--- config.mk ---
export PLATFORM = sky130hd
export DESIGN_NAME = bpswc_top
export DESIGN_NICKNAME = d
export VERILOG_FILES = /design/src/bpswc_pkg.sv /design/src/bpswc_press_if.sv /design/src/bpswc_sync.sv /design/src/bpswc_press_timer.sv /design/src/bpswc_top.sv
export SDC_FILE = /design/constraint.sdc
export NUM_CORES = 1
export LEC_CHECK = 0
export BUFFER_PORTS_ARGS = -buffer_cell sky130_fd_sc_hd__buf_2
export CAP_MARGIN = 20
export CELL_PAD_IN_SITES_DETAIL_PLACEMENT = 1
export CELL_PAD_IN_SITES_GLOBAL_PLACEMENT = 1
export CORE_ASPECT_RATIO = 1.2
export CORE_MARGIN = 3
export CORE_UTILIZATION = 44
export CTS_BUF_LIST = sky130_fd_sc_hd__clkbuf_4
export DETAILED_ROUTE_END_ITERATION = 8
export GPL_TIMING_DRIVEN = 1
export PLACE_DENSITY_LB_ADDON = 0.1
export SYNTH_ARGS = -nofsm -noshare
export SYNTH_HDL_FRONTEND = slang
export SYNTH_HIERARCHICAL = 1
export SYNTH_SLANG_ARGS = --single-unit
--- constraint.sdc ---
create_clock -name pclk -period 3.4 [get_ports pclk]
set_input_delay 0.51 -clock pclk [delete_from_list [all_inputs] [get_ports pclk]]
set_output_delay 0.51 -clock pclk [all_outputs]
set_load 0.05 [all_outputs]
--- src/bpswc_pkg.sv ---
// package: constants and types of the board power state and wake controller
package bpswc_pkg;
   // clock and press timing
   localparam int CLK_HZ    = 40_000_000;  // pclk rate
   localparam int TICK_HZ   = 1000;        // press timer resolution, 1 ms
   localparam int T_SHORT_S = 4;           // short press limit, seconds
   localparam int T_LONG_S  = 6;           // forced off hold, seconds
   localparam logic [15:0] TICK_CYC    = 16'(CLK_HZ / TICK_HZ);
   localparam logic [12:0] SHORT_TICKS = 13'(T_SHORT_S * TICK_HZ);
   localparam logic [12:0] LONG_TICKS  = 13'(T_LONG_S * TICK_HZ);
   // register byte offsets
   localparam logic [11:0] OFS_CTRL  = 12'h000;
   localparam logic [11:0] OFS_SLEEP = 12'h004;
   localparam logic [11:0] OFS_STAT  = 12'h008;
   localparam logic [11:0] OFS_MASK  = 12'h00c;
   localparam logic [11:0] OFS_WSRC  = 12'h010;
   // control register fields and reset value
   localparam int CB_USB_EN  = 0;          // usb wake from s4/s5 allowed
   localparam int CB_DEEP    = 1;          // s4/s5 are the deep variant
   localparam int CB_RESTORE = 2;          // restore s0 after ac loss if it was on
   localparam int CB_BTN_SLP = 3;          // short press asks os for sleep
   localparam logic [3:0] CTRL_RST = 4'h0;
   // status / mask fields
   localparam int SB_SLPREQ = 0;           // button asked for sleep
   localparam int SB_WAKE   = 1;           // system woken by a source
   localparam int SB_FORCED = 2;           // fail-safe power-off done
   localparam int SB_ACRET  = 3;           // ac power came back
   // wake source positions
   localparam int WK_RTC  = 0;
   localparam int WK_LAN  = 1;
   localparam int WK_USB  = 2;
   localparam int WK_PCIE = 3;
   localparam int WK_IR   = 4;
   localparam int NWAKE   = 5;
   // state codes as read and written by software
   localparam logic [2:0] STC_S0 = 3'h0;
   localparam logic [2:0] STC_S3 = 3'h3;
   localparam logic [2:0] STC_S4 = 3'h4;
   localparam logic [2:0] STC_S5 = 3'h5;
   localparam logic [2:0] STC_G3 = 3'h7;
   // system power states
   typedef enum logic [4:0] {
      ST_S0 = 5'b00001,
      ST_S3 = 5'b00010,
      ST_S4 = 5'b00100,
      ST_S5 = 5'b01000,
      ST_G3 = 5'b10000
   } bpswc_state_e;
   // press timer state
   typedef struct packed {
      logic [15:0] div;
      logic [12:0] cnt;
      logic        held;
      logic        long_done;
      logic        short_rel;
      logic        long_hold;
   } bpswc_tmr_s;
   // controller state
   typedef struct packed {
      bpswc_state_e st;
      logic [3:0]   ctrl;
      logic [3:0]   stat;
      logic [3:0]   mask;
      logic [4:0]   wsrc;
      logic [4:0]   wk_prev;
      logic         after_g3;
      logic         last_on;
      logic         pready;
      logic         pslverr;
      logic [31:0]  prdata;
      logic         irq;
      logic         cpu_pwr;
      logic         ram_pwr;
      logic         cold_boot;
      logic         resume;
      logic         display_on;
   } bpswc_ctl_s;
endpackage

--- src/bpswc_press_if.sv ---
// interface: press timing events from the press timer to the controller
`timescale 1ns/1ps
`default_nettype none
interface bpswc_press_if;
   logic short_rel;   // released before the short limit, one cycle
   logic long_hold;   // hold reached the long limit, one cycle
   modport timer (output short_rel, output long_hold);
   modport ctrl  (input short_rel, input long_hold);
endinterface
`default_nettype wire

--- src/bpswc_sync.sv ---
// module: three-stage pin synchroniser with agreement filter
`timescale 1ns/1ps
`default_nettype none
module bpswc_sync #(
   parameter int W = 1
) (
   // clock and reset
   input  wire logic         pclk,
   input  wire logic         presetn,
   // pins and clean levels
   input  wire logic [W-1:0] d,
   output logic      [W-1:0] q
);
   typedef struct packed {
      logic [W-1:0] s1, s2, s3, q;
   } bpswc_sync_s;
   bpswc_sync_s r_reg, r_next;
   ////////////////////////////////////////////////////////////////////////////
   // s1 feeds s2 only; output moves when s2 and s3 agree
   always_comb begin
      r_next    = r_reg;
      r_next.s1 = d;
      r_next.s2 = r_reg.s1;
      r_next.s3 = r_reg.s2;
      r_next.q  = (r_reg.s2 & r_reg.s3) | (r_reg.q & (r_reg.s2 | r_reg.s3));
   end
   // state register
   always_ff @(posedge pclk or negedge presetn) begin
      if (!presetn) r_reg <= '0;
      else r_reg <= r_next;
   end
   assign q = r_reg.q;
endmodule // bpswc_sync
`default_nettype wire

--- src/bpswc_press_timer.sv ---
// module: power switch press duration timer on a 1 ms tick
`timescale 1ns/1ps
`default_nettype none
module bpswc_press_timer #(
   parameter logic [15:0] TICK_CYC_P    = bpswc_pkg::TICK_CYC,
   parameter logic [12:0] SHORT_TICKS_P = bpswc_pkg::SHORT_TICKS,
   parameter logic [12:0] LONG_TICKS_P  = bpswc_pkg::LONG_TICKS
) (
   // clock and reset
   input  wire logic   pclk,
   input  wire logic   presetn,
   // clean switch level, high while pressed
   input  wire logic   press,
   // timing events
   bpswc_press_if.timer pif
);
   import bpswc_pkg::*;
   bpswc_tmr_s t_reg, t_next;
   ////////////////////////////////////////////////////////////////////////////
   // divider restarts at each press so the first tick is a full 1 ms
   always_comb begin
      t_next           = t_reg;
      t_next.short_rel = 1'b0;
      t_next.long_hold = 1'b0;
      if (press) begin
         if (!t_reg.held) begin
            // new press
            t_next.held      = 1'b1;
            t_next.div       = 16'h0000;
            t_next.cnt       = 13'h0000;
            t_next.long_done = 1'b0;
         end else if (t_reg.div == TICK_CYC_P - 16'h0001) begin
            t_next.div = 16'h0000;
            // saturate so a very long hold cannot wrap back to short
            if (t_reg.cnt < LONG_TICKS_P) t_next.cnt = t_reg.cnt + 13'h0001;
         end else begin
            t_next.div = t_reg.div + 16'h0001;
         end
         // long limit fires once per press, while still held
         if (t_reg.held && t_reg.cnt >= LONG_TICKS_P && !t_reg.long_done) begin
            t_next.long_hold = 1'b1;
            t_next.long_done = 1'b1;
         end
      end else if (t_reg.held) begin
         t_next.held = 1'b0;
         // holds between the limits end silently
         if (t_reg.cnt < SHORT_TICKS_P) t_next.short_rel = 1'b1;
      end
   end
   // state register
   always_ff @(posedge pclk or negedge presetn) begin
      if (!presetn) t_reg <= '0;
      else t_reg <= t_next;
   end
   assign pif.short_rel = t_reg.short_rel;
   assign pif.long_hold = t_reg.long_hold;
   a_mid_hold_silent: assert property (@(posedge pclk) disable iff (!presetn)
      (t_reg.held && !press && t_reg.cnt >= SHORT_TICKS_P) |=> !t_reg.short_rel)
      else $error("release after short limit gave a short event");
endmodule // bpswc_press_timer
`default_nettype wire

--- src/bpswc_top.sv ---
// module: board power state and wake controller with apb registers
//
// Contract
// - short press while off or asleep: wake
// - short press while working: request sleep
// - hold over six seconds working: soft-off
// - hold over six seconds asleep: soft-off
// - leaving soft-off always cold boots
// - suspend-to-disk removes processor power
// - switch and rtc wake from s3-s5
// - rtc wake leaves monitor asleep
// - network wake s3-s5, after g3, monitor dark
// - usb wakes s3; s4/s5 by option only
// - usb never wakes deep s4/s5
// - pcie wake s3/s4 only, monitor dark
// - infrared wakes s3-s5, not deep
// - radio requests never wake the system
// - network wake frame request powers up
// - after ac return restore s0 if it was on
`timescale 1ns/1ps
`default_nettype none
module bpswc_top #(
   parameter logic [15:0] TICK_CYC_P    = bpswc_pkg::TICK_CYC,
   parameter logic [12:0] SHORT_TICKS_P = bpswc_pkg::SHORT_TICKS,
   parameter logic [12:0] LONG_TICKS_P  = bpswc_pkg::LONG_TICKS
) (
   // clock and reset
   input  wire logic        pclk,
   input  wire logic        presetn,
   // apb slave
   input  wire logic        psel,
   input  wire logic        penable,
   input  wire logic        pwrite,
   input  wire logic [11:0] paddr,
   input  wire logic [31:0] pwdata,
   output logic      [31:0] prdata,
   output logic             pready,
   output logic             pslverr,
   // board pins
   input  wire logic        pwr_btn_n,
   input  wire logic        ac_present,
   input  wire logic        rtc_alarm,
   input  wire logic        network_wake,
   input  wire logic        usb_wake,
   input  wire logic        pcie_wake_n,
   input  wire logic        infrared_remote_wake,
   // power and boot controls
   output logic             cpu_pwr_en,
   output logic             ram_pwr_en,
   output logic             cold_boot,
   output logic             resume,
   output logic             display_on,
   // interrupt
   output logic             irq
);
   import bpswc_pkg::*;

   ////////////////////////////////////////////////////////////////////////////
   // reset value of all controller state: no power until ac is seen
   localparam bpswc_ctl_s CTL_RST = '{st: ST_G3, ctrl: CTRL_RST, default: '0};

   bpswc_ctl_s       q_reg;      // registered state
   bpswc_ctl_s       q_next;     // next state
   logic [1:0]       pin_s;      // clean {ac, pressed}
   logic [NWAKE-1:0] wk_s;       // clean wake levels
   logic [NWAKE-1:0] wk_edge;    // new wake requests this cycle
   logic [NWAKE-1:0] wake_ok;    // requests allowed in this state
   logic             ac_s;       // ac power present
   logic             s3, s4, s5; // sleep state decodes
   logic             sleeping;   // any of s3, s4, s5
   logic             acc;        // apb access completing
   logic             cmd_wr;     // sleep command write completing
   logic             quiet;      // no press event, ac present

   bpswc_press_if tm ();

   ////////////////////////////////////////////////////////////////////////////
   // pin synchronisers; radio requests have no input at all
   bpswc_sync #(.W(2)) u_sync_pin (
      .pclk    (pclk),
      .presetn (presetn),
      .d       ({ac_present, ~pwr_btn_n}),
      .q       (pin_s)
   );
   bpswc_sync #(.W(NWAKE)) u_sync_wake (
      .pclk    (pclk),
      .presetn (presetn),
      .d       ({infrared_remote_wake, ~pcie_wake_n, usb_wake,
                 network_wake, rtc_alarm}),
      .q       (wk_s)
   );
   // press duration timer
   bpswc_press_timer #(
      .TICK_CYC_P    (TICK_CYC_P),
      .SHORT_TICKS_P (SHORT_TICKS_P),
      .LONG_TICKS_P  (LONG_TICKS_P)
   ) u_timer (
      .pclk    (pclk),
      .presetn (presetn),
      .press   (pin_s[0]),
      .pif     (tm.timer)
   );

   ////////////////////////////////////////////////////////////////////////////
   // decodes shared by the next-state logic and the checks
   assign ac_s     = pin_s[1];
   assign s3       = (q_reg.st == ST_S3);
   assign s4       = (q_reg.st == ST_S4);
   assign s5       = (q_reg.st == ST_S5);
   assign sleeping = s3 | s4 | s5;
   assign acc      = psel & penable & q_reg.pready;
   assign cmd_wr   = acc & pwrite & (paddr == OFS_SLEEP);
   assign quiet    = ac_s & !tm.short_rel & !tm.long_hold;
   // a level held across sleep entry is not a new request
   assign wk_edge  = wk_s & ~q_reg.wk_prev;

   // wake gating per source and state
   assign wake_ok[WK_RTC]  = wk_edge[WK_RTC] & sleeping;
   assign wake_ok[WK_LAN]  = wk_edge[WK_LAN] & sleeping;
   assign wake_ok[WK_USB]  = wk_edge[WK_USB] & (s3 | ((s4 | s5) &
                             q_reg.ctrl[CB_USB_EN] & !q_reg.after_g3 &
                             !q_reg.ctrl[CB_DEEP]));
   assign wake_ok[WK_PCIE] = wk_edge[WK_PCIE] & (s3 | s4);
   assign wake_ok[WK_IR]   = wk_edge[WK_IR] &
                             (s3 | ((s4 | s5) & !q_reg.ctrl[CB_DEEP]));

   ////////////////////////////////////////////////////////////////////////////
   // next state: power fsm, apb slave, status and outputs
   always_comb begin
      logic [3:0] set_b;
      logic [3:0] clr_b;
      set_b             = 4'h0;
      clr_b             = 4'h0;
      q_next            = q_reg;
      q_next.pready     = 1'b0;
      q_next.pslverr    = 1'b0;
      q_next.cold_boot  = 1'b0;
      q_next.resume     = 1'b0;
      q_next.wk_prev    = wk_s;

      // apb: answer one cycle into the access phase
      if (psel && penable && !q_reg.pready) begin
         q_next.pready = 1'b1;
         case (paddr)
            OFS_CTRL:  q_next.prdata = {28'h0000000, q_reg.ctrl};
            OFS_SLEEP: begin
               case (q_reg.st)
                  ST_S0:   q_next.prdata = {29'h00000000, STC_S0};
                  ST_S3:   q_next.prdata = {29'h00000000, STC_S3};
                  ST_S4:   q_next.prdata = {29'h00000000, STC_S4};
                  ST_S5:   q_next.prdata = {29'h00000000, STC_S5};
                  default: q_next.prdata = {29'h00000000, STC_G3};
               endcase
            end
            OFS_STAT:  q_next.prdata = {28'h0000000, q_reg.stat};
            OFS_MASK:  q_next.prdata = {28'h0000000, q_reg.mask};
            OFS_WSRC:  q_next.prdata = {27'h0000000, q_reg.wsrc};
            default: begin
               // unmapped: error answer, zero data
               q_next.prdata  = 32'h00000000;
               q_next.pslverr = 1'b1;
            end
         endcase
      end
      // apb writes take effect at the completing edge
      if (acc && pwrite) begin
         case (paddr)
            OFS_CTRL: q_next.ctrl = pwdata[3:0];
            OFS_STAT: clr_b = pwdata[3:0];
            OFS_MASK: q_next.mask = pwdata[3:0];
            default: ;
         endcase
      end

      // power state machine
      if (!ac_s && q_reg.st != ST_G3) begin
         // ac lost: remember whether the system was on
         q_next.st      = ST_G3;
         q_next.last_on = (q_reg.st == ST_S0);
      end else begin
         case (q_reg.st)
            ST_G3: begin
               // presses are ignored here
               if (ac_s) begin
                  set_b[SB_ACRET] = 1'b1;
                  if (q_reg.ctrl[CB_RESTORE] && q_reg.last_on) begin
                     q_next.st        = ST_S0;
                     q_next.cold_boot = 1'b1;
                  end else begin
                     q_next.st       = ST_S5;
                     q_next.after_g3 = 1'b1;
                  end
               end
            end
            ST_S0: begin
               if (tm.long_hold) begin
                  // fail-safe off with no os handshake
                  q_next.st        = ST_S5;
                  set_b[SB_FORCED] = 1'b1;
               end else begin
                  if (tm.short_rel && q_reg.ctrl[CB_BTN_SLP])
                     set_b[SB_SLPREQ] = 1'b1;
                  // os sleep entry; other codes are ignored
                  if (cmd_wr) begin
                     case (pwdata[2:0])
                        STC_S3:  q_next.st = ST_S3;
                        STC_S4:  q_next.st = ST_S4;
                        STC_S5:  q_next.st = ST_S5;
                        default: ;
                     endcase
                  end
               end
            end
            ST_S3, ST_S4, ST_S5: begin
               if (tm.long_hold && !s5) begin
                  q_next.st = ST_S5;
               end else if (tm.short_rel) begin
                  q_next.st         = ST_S0;
                  q_next.display_on = 1'b1;
               end else if (|wake_ok) begin
                  q_next.st      = ST_S0;
                  set_b[SB_WAKE] = 1'b1;
                  q_next.wsrc    = wake_ok;
                  // rtc, network and pcie keep the monitor dark
                  q_next.display_on = wake_ok[WK_USB] | wake_ok[WK_IR];
               end
               // no context in s5, so it boots cold
               if (q_next.st == ST_S0) begin
                  q_next.cold_boot = s5;
                  q_next.resume    = !s5;
               end
            end
            default: q_next.st = ST_G3;
         endcase
      end
      if (q_next.st == ST_S0) q_next.after_g3 = 1'b0;
      if (q_next.st != ST_S0) q_next.display_on = 1'b0;
      if (q_reg.st == ST_G3 && q_next.st == ST_S0) q_next.display_on = 1'b1;

      // sticky status: a set in the clearing cycle survives
      q_next.stat = (q_reg.stat & ~clr_b) | set_b;
      q_next.irq  = |(q_next.stat & q_next.mask);
      // rails: processor only in s0, ram kept in s3 for context
      q_next.cpu_pwr = (q_next.st == ST_S0);
      q_next.ram_pwr = (q_next.st == ST_S0) | (q_next.st == ST_S3);
   end

   // state register
   always_ff @(posedge pclk or negedge presetn) begin
      if (!presetn) q_reg <= CTL_RST;
      else q_reg <= q_next;
   end

   ////////////////////////////////////////////////////////////////////////////
   // outputs straight from the state register
   assign prdata     = q_reg.prdata;
   assign pready     = q_reg.pready;
   assign pslverr    = q_reg.pslverr;
   assign cpu_pwr_en = q_reg.cpu_pwr;
   assign ram_pwr_en = q_reg.ram_pwr;
   assign cold_boot  = q_reg.cold_boot;
   assign resume     = q_reg.resume;
   assign display_on = q_reg.display_on;
   assign irq        = q_reg.irq;

   ////////////////////////////////////////////////////////////////////////////
   // checks
   a_short_wakes: assert property (@(posedge pclk) disable iff (!presetn)
      (sleeping && ac_s && tm.short_rel) |=> q_reg.st == ST_S0)
      else $error("short press did not wake");
   a_short_sleep_req: assert property (@(posedge pclk) disable iff (!presetn)
      (q_reg.st == ST_S0 && quiet == 1'b0 && ac_s && tm.short_rel &&
       q_reg.ctrl[CB_BTN_SLP]) |=> q_reg.stat[SB_SLPREQ])
      else $error("short press in s0 raised no sleep request");
   a_forced_off: assert property (@(posedge pclk) disable iff (!presetn)
      (q_reg.st == ST_S0 && ac_s && tm.long_hold) |=>
      (q_reg.st == ST_S5 && q_reg.stat[SB_FORCED] && !q_reg.cpu_pwr))
      else $error("long hold in s0 did not force soft-off");
   a_sleep_to_off: assert property (@(posedge pclk) disable iff (!presetn)
      ((s3 || s4) && ac_s && tm.long_hold) |=> q_reg.st == ST_S5)
      else $error("long hold asleep did not reach s5");
   a_cold_from_s5: assert property (@(posedge pclk) disable iff (!presetn)
      ($past(q_reg.st) == ST_S5 && q_reg.st == ST_S0) |->
      (q_reg.cold_boot && !q_reg.resume))
      else $error("exit from s5 without cold boot");
   a_cpu_dark: assert property (@(posedge pclk) disable iff (!presetn)
      (q_reg.st != ST_S0) |-> (!cpu_pwr_en && !(s4 && ram_pwr_en)))
      else $error("processor or ram powered while asleep");
   a_rtc_dark: assert property (@(posedge pclk) disable iff (!presetn)
      (sleeping && quiet && wake_ok == 5'h01) |=>
      (q_reg.st == ST_S0 && !display_on) ##1 !display_on)
      else $error("rtc wake lit the monitor");
   a_usb_deep: assert property (@(posedge pclk) disable iff (!presetn)
      ((s4 || s5) && q_reg.ctrl[CB_DEEP] && quiet && wk_edge == 5'h04)
      |=> $stable(q_reg.st))
      else $error("usb woke deep sleep");
   a_pcie_s5: assert property (@(posedge pclk) disable iff (!presetn)
      (s5 && quiet && wk_edge == 5'h08) |=> q_reg.st == ST_S5)
      else $error("pcie wake left s5");
   a_ac_restore: assert property (@(posedge pclk) disable iff (!presetn)
      (q_reg.st == ST_G3 && ac_s && q_reg.ctrl[CB_RESTORE] && q_reg.last_on)
      |=> (q_reg.st == ST_S0 && q_reg.cold_boot))
      else $error("last on state not restored");
   a_g3_still: assert property (@(posedge pclk) disable iff (!presetn)
      (q_reg.st == ST_G3 && !ac_s) |=> q_reg.st == ST_G3)
      else $error("left g3 without ac");
   a_work_discard: assert property (@(posedge pclk) disable iff (!presetn)
      (q_reg.st == ST_S0 && quiet && !cmd_wr) |=>
      (q_reg.st == ST_S0 && $stable(q_reg.wsrc)))
      else $error("wake request acted on in s0");
endmodule // bpswc_top
`default_nettype wire

Word level (Yosys, flattened, before mapping)
Cells that the tools add are included.
Word-level totals
  output and inout port bits: 40
  bits of input ports: 56
  register bits: 130
Cells by class
  add/subtract/negate cells: 2
  equal/unequal tests: 25
  order comparisons: 3
  mux-type cells: 60
  reductions and logical operators: 31
  bitwise operators: 39
Operator list (count)
  5-bit two-way mux: 9
  34-bit two-way mux: 1
  1-bit two-way mux: 32
  5-bit one-hot mux with 3 select lines: 2
  29-bit two-way mux: 1
  13-bit two-way mux: 2
  5-bit one-hot mux with 5 select lines: 1
  12-bit by 4-bit equality test with 1-bit output (second input constant): 2
  4-bit two-way mux: 6
  16-bit by 1-bit adder with 16-bit output (second input constant): 1
  16-bit equality test (second input constant): 1
  16-bit two-way mux: 1
  5-bit AND: 3
  5-bit by 1-bit equality test with 1-bit output (second input constant): 3
  13-bit by 1-bit adder with 13-bit output (second input constant): 1
  1-bit AND: 13
  13-bit greater-or-equal comparator (second input constant): 1
  13-bit by 12-bit < comparator with 1-bit output (second input constant): 1
  13-bit < comparator (second input constant): 1
  12-bit by 3-bit equality test with 1-bit output (second input constant): 1
  12-bit by 5-bit equality test with 1-bit output (second input constant): 1
  12-bit zero test: 1
  3-bit one-hot mux with 4 select lines: 1
  5-bit by 2-bit equality test with 1-bit output (second input constant): 2
  33 further kinds: 72

Depth between registers and ports, before layout
  depth in word-level cells: 19
  gate-level depth with buffers: 8
  gate-level depth less buffers: 6

Hierarchy
The synthesis kept the hierarchy.
Modules (own cells, without submodules)
  bpswc_top: cells an instance 268, instances 1, area each 2526.2 um^2
  bpswc_press_timer: cells an instance 183, instances 1, area each 1695.4 um^2
  bpswc_sync at u_sync_wake: cells an instance 30, instances 1, area each 594.3 um^2
  bpswc_sync at u_sync_pin: cells an instance 12, instances 1, area each 237.7 um^2

Worst setup path before layout
No wires, ideal clock.
  path type: input port to flip-flop
  from: input port paddr[7]
  to: register q_reg, in the netlist irq
  data arrival time: 2.452 ns
  library setup time: 0.142 ns
  cell stages on the path: 7
  slack: 0.806 ns
  buffers on the path: 1
  cells stage by stage: or4_4 -> nor4_4 -> and4_1 -> clkbuf_1 -> mux2_2 -> a22oi_1 -> o221ai_1
RTL lines
  from (decl): line bpswc_top.sv:34  | input wire logic [11:0] paddr,
  to (signal assigned): line bpswc_top.sv:251  | else q_reg <= q_next;
  to (decl): line bpswc_top.sv:62  | bpswc_ctl_s q_reg;

Worst setup path in the final report
  from: register u_timer/t_reg[25] in the netlist's numbering
  to: register u_timer/t_reg[9] in the netlist's numbering
Between the ends
  cells in the longest elaborated chain, start to end: 3
Ends and longest elaborated chain
  from (decl): line bpswc_press_timer.sv:18  | bpswc_tmr_s t_reg, t_next;
  from (signal assigned): line bpswc_press_timer.sv:53  | else t_reg <= t_next;
  16-bit equality test: line bpswc_press_timer.sv:32  | end else if (t_reg.div == TICK_CYC_P - 16'h0001) begin
  2-bit != test (no line)
  3-bit AND reduction (no line)
No other way between the ends.
A chain may end at the register's enable or synchronous reset.

==> out/metrics.csv <==
stage,metric,value,unit
place,Buffers on Ports,40,
yosys,xor-xnor portion of the synthesized cell area,2.25,%
yosys,Post-Synth Simple-Gate Area,19.0,%
cells_and_area,antenna cells,0,
hold_path,min-delay worst type,input pin to register,
sta,Fmax,0.365,GHz
cells_and_area,area of the multi-input gates,2140,um^2
cts,CTS resizes,0,
pwr,worst vdd ir,197,uV
die,die extent in x,104,um
yosys,main combinational cell family by area after synthesis,simple AND/OR/NAND/NOR gates,
setup_path,worst-path cell chain,or4_1 > or4_4 > a21o_1 > or4_1 > a21oi_1,
cells_and_area,fillers,1308,
yosys,multiplexer share of the synthesized area,3.61,%
sta,Clock Skews,0.0199,ns
cells_and_area,final net count,580,
cells_and_area,most frequent cells in the layout,"102 x dfrtp_1, 41 x nand2_1, 39 x buf_2",
setup_path,crit path max-delay cell type,or4_1,
place,dpl hpwl,8550,um
route,DRT Wirelength,11400,um
cts,Clock Tree Root,clkbuf_4,
grt,initial antenna violation count,0,
route,drt wl/cell,16.8,um
die,die area,12800,um^2
cells_and_area,Finished Core Util,48.2,%
pwr,Pwr Total,2.42,mW
yosys,Synth Area in Compound Gates,13.1,%
die,IO Count,96,
grt,Tot GR Track Use,18.6,%
job,max-cap viol count,0,
setup_path,Worst EP required,3.81,ns
die,row count,42,
grt,largest net degree at the start of global routing,63,
cells_and_area,layout cells sized above 1,16.9,%
setup_path,CP Launch Type,register,
cells_and_area,register area,2580,um^2
grt,vias in the first global route,3889,
route,vias per inst,5.42,
yosys,Adder-Cell Fraction of Synth Area,2.30,%
yosys,Synth Area per Inst,10.3,um^2
route,via count,3688,
status,outcome,finished clean,
yosys,"Cell Area, Synth",5050,um^2
yosys,sequential cell area fraction in the yosys report,51.0,%
pwr,Leak,2.45,nW
setup_path,CP most frequent cell,or4_1,
die,initial core utilization,45.4,%
yosys,yosys warns,6,
route,Final ANT Viol Nets,0,
grt,first-pass GRT wire length,19100,um
cells_and_area,"leading cell type in the layout, fill and taps excluded",dfrtp_1,
place,GPL Wtd Cong,0.835,
route,number of DRC markers in iteration 0,94,
yosys,fraction of registers with async set or reset after synthesis,100,%
cells_and_area,synthesis-to-layout area growth,6.19,%
setup_path,CP bufs+invs,0,
sta,Least-Margin Pin Slew,0.830,ns
setup_path,"CP delay by family, top",simple AND/OR/NAND/NOR gates,
die,Die Ht,123,um
sta,Sum Neg Setup Slack,0,ns
cts,CTS Buf Count,9,
yosys,Yosys reg bits,103,
sta,min cycle time layout,2.74,ns
cts,CTS tree,done,
yosys,Gate Count Post-Synth,493,
pwr,PwrDens,451,nW/um^2
cts,H-tree depth,3,
setup_path,Critical Path AT,3.14,ns
sta,crit share post-route,80.5,%
cts,Clock Sinks,103,
cts,Post-CTS Repair Setup Buffers,0,
sta,final setup fails,0,
setup_path,Crit. End Element,register,
yosys,count of different cell masters after synthesis,65,
setup_path,Crit Path Category,register to register,
route,DRC viols,0,
sta,"Hold Vio Cnt, Final",0,
cts,"Clk pin slew, worst setup/hold paths",0.17,ns
setup_path,Crit path largest cell delay,0.57,ns
sta,unrepaired setup endpoints after global routing,false,
sta,Pins Over Slew Limit,0,
sta,Slew headroom,44.3,%
yosys,Post-synth EDFFs,0,
setup_path,crit path max fanout,21,
cts,hold-fix buffers at CTS,1,
route,drt first pass iters,4,
die,Core Box Area,11100,um^2
cts,CTS Buffer Depth,2,
cells_and_area,max reg flops,31,
cts,clock latency on the worst-skew pair,0.48,ns
yosys,Main synth FF type,dfrtp_1,
grt,GRT overflow,0,
-- final timing paths --
check / from / end / slack, ns / cells after the start
max: u_timer/t_reg[25] / u_timer/t_reg[9] / 0.66 / 5
min: network_wake / u_sync_wake/r_next[11] / 0.13 / 1
max reg2reg: u_timer/t_reg[25] / u_timer/t_reg[9] / 0.66 / 5
min reg2reg: u_sync_wake/r_next[13] / u_sync_wake/r_next[8] / 0.37 / 0
max in group asynchronous: presetn / q_reg[68] / 2.13 / 3
min in group asynchronous: presetn / u_sync_pin/r_next[3] / 0.54 / 2
-- cell families after synthesis --
family | after synthesis
AND/OR/NAND/NOR | 174
flip-flops | 103
AO/OA/AOI/OAI | 100
buffers and inverters | 75
multiplexers | 17
XOR/XNOR | 13
adder cells (fa/ha/maj) | 10
other | 1
-- cell type report --
cell class / instances / share of cell area, %
Sequential cell: 103 / 48.1
Inverter: 21 / 1.47
Clock buffer: 9 / 1.26
Multi-Input combinational cell: 341 / 39.8
Tap cell: 154 / 3.59
Timing Repair Buffer: 45 / 4.76
Clock inverter: 7 / 1.07
-- per-layer routing --
metal  vias to the layer above  GRT usage, %  part of all wire (%)
li1                       1754             -                     -
met1                      1853          21.4                    41
met4                         0          7.90                   2.0
met2                        62          33.4                    54
met5                         -             0                     0
met3                        19          4.54                   3.5
-- power by group --
group / total, mW / internal [mW] / leakage (nW) / switching (mW)
Clock: 0.605 / 0.159 / 0.0644 / 0.446
Sequential: 1.37 / 1.29 / 1.33 / 0.0804
Combinational: 0.440 / 0.128 / 1.06 / 0.311
Total: 2.42 / 1.58 / 2.45 / 0.838
-- Yosys cell counts (6+ instances only) --
master,instances,share of area [%]
dfrtp_1,102,51
nand2_1,41,3.0
buf_4,39,5.8
nor2_1,33,2.5
o21ai_0,23,2.3
inv_1,21,1.6
a21oi_1,18,1.8
nand3_1,14,1.4
clkbuf_1,13,0.97
nor3_1,11,1.1
mux2_2,10,2.2
nand2b_1,10,1.2
a31oi_1,9,1.1
nand4_1,9,1.1
xnor2_1,9,1.6
o31ai_1,8,1.2
or3_1,8,0.99
maj3_2,7,1.6
mux2i_1,7,1.4
or4_1,7,1.0
and3_1,6,0.74
-- metrics by stage --
step	hold slack, ns	setup slack, ns	cell area, um^2	cells
finish	0.132	0.664	5370	680
global route	0.0815	0.545	5370	680
detailed placement	0.339	0.501	5230	663
floorplan	0.214	0.806	5150	519
global placement	0.333	0.546	5230	663
CTS	0.0921	0.646	5370	680
No activity file was read; power rests on OpenSTA's default activity.
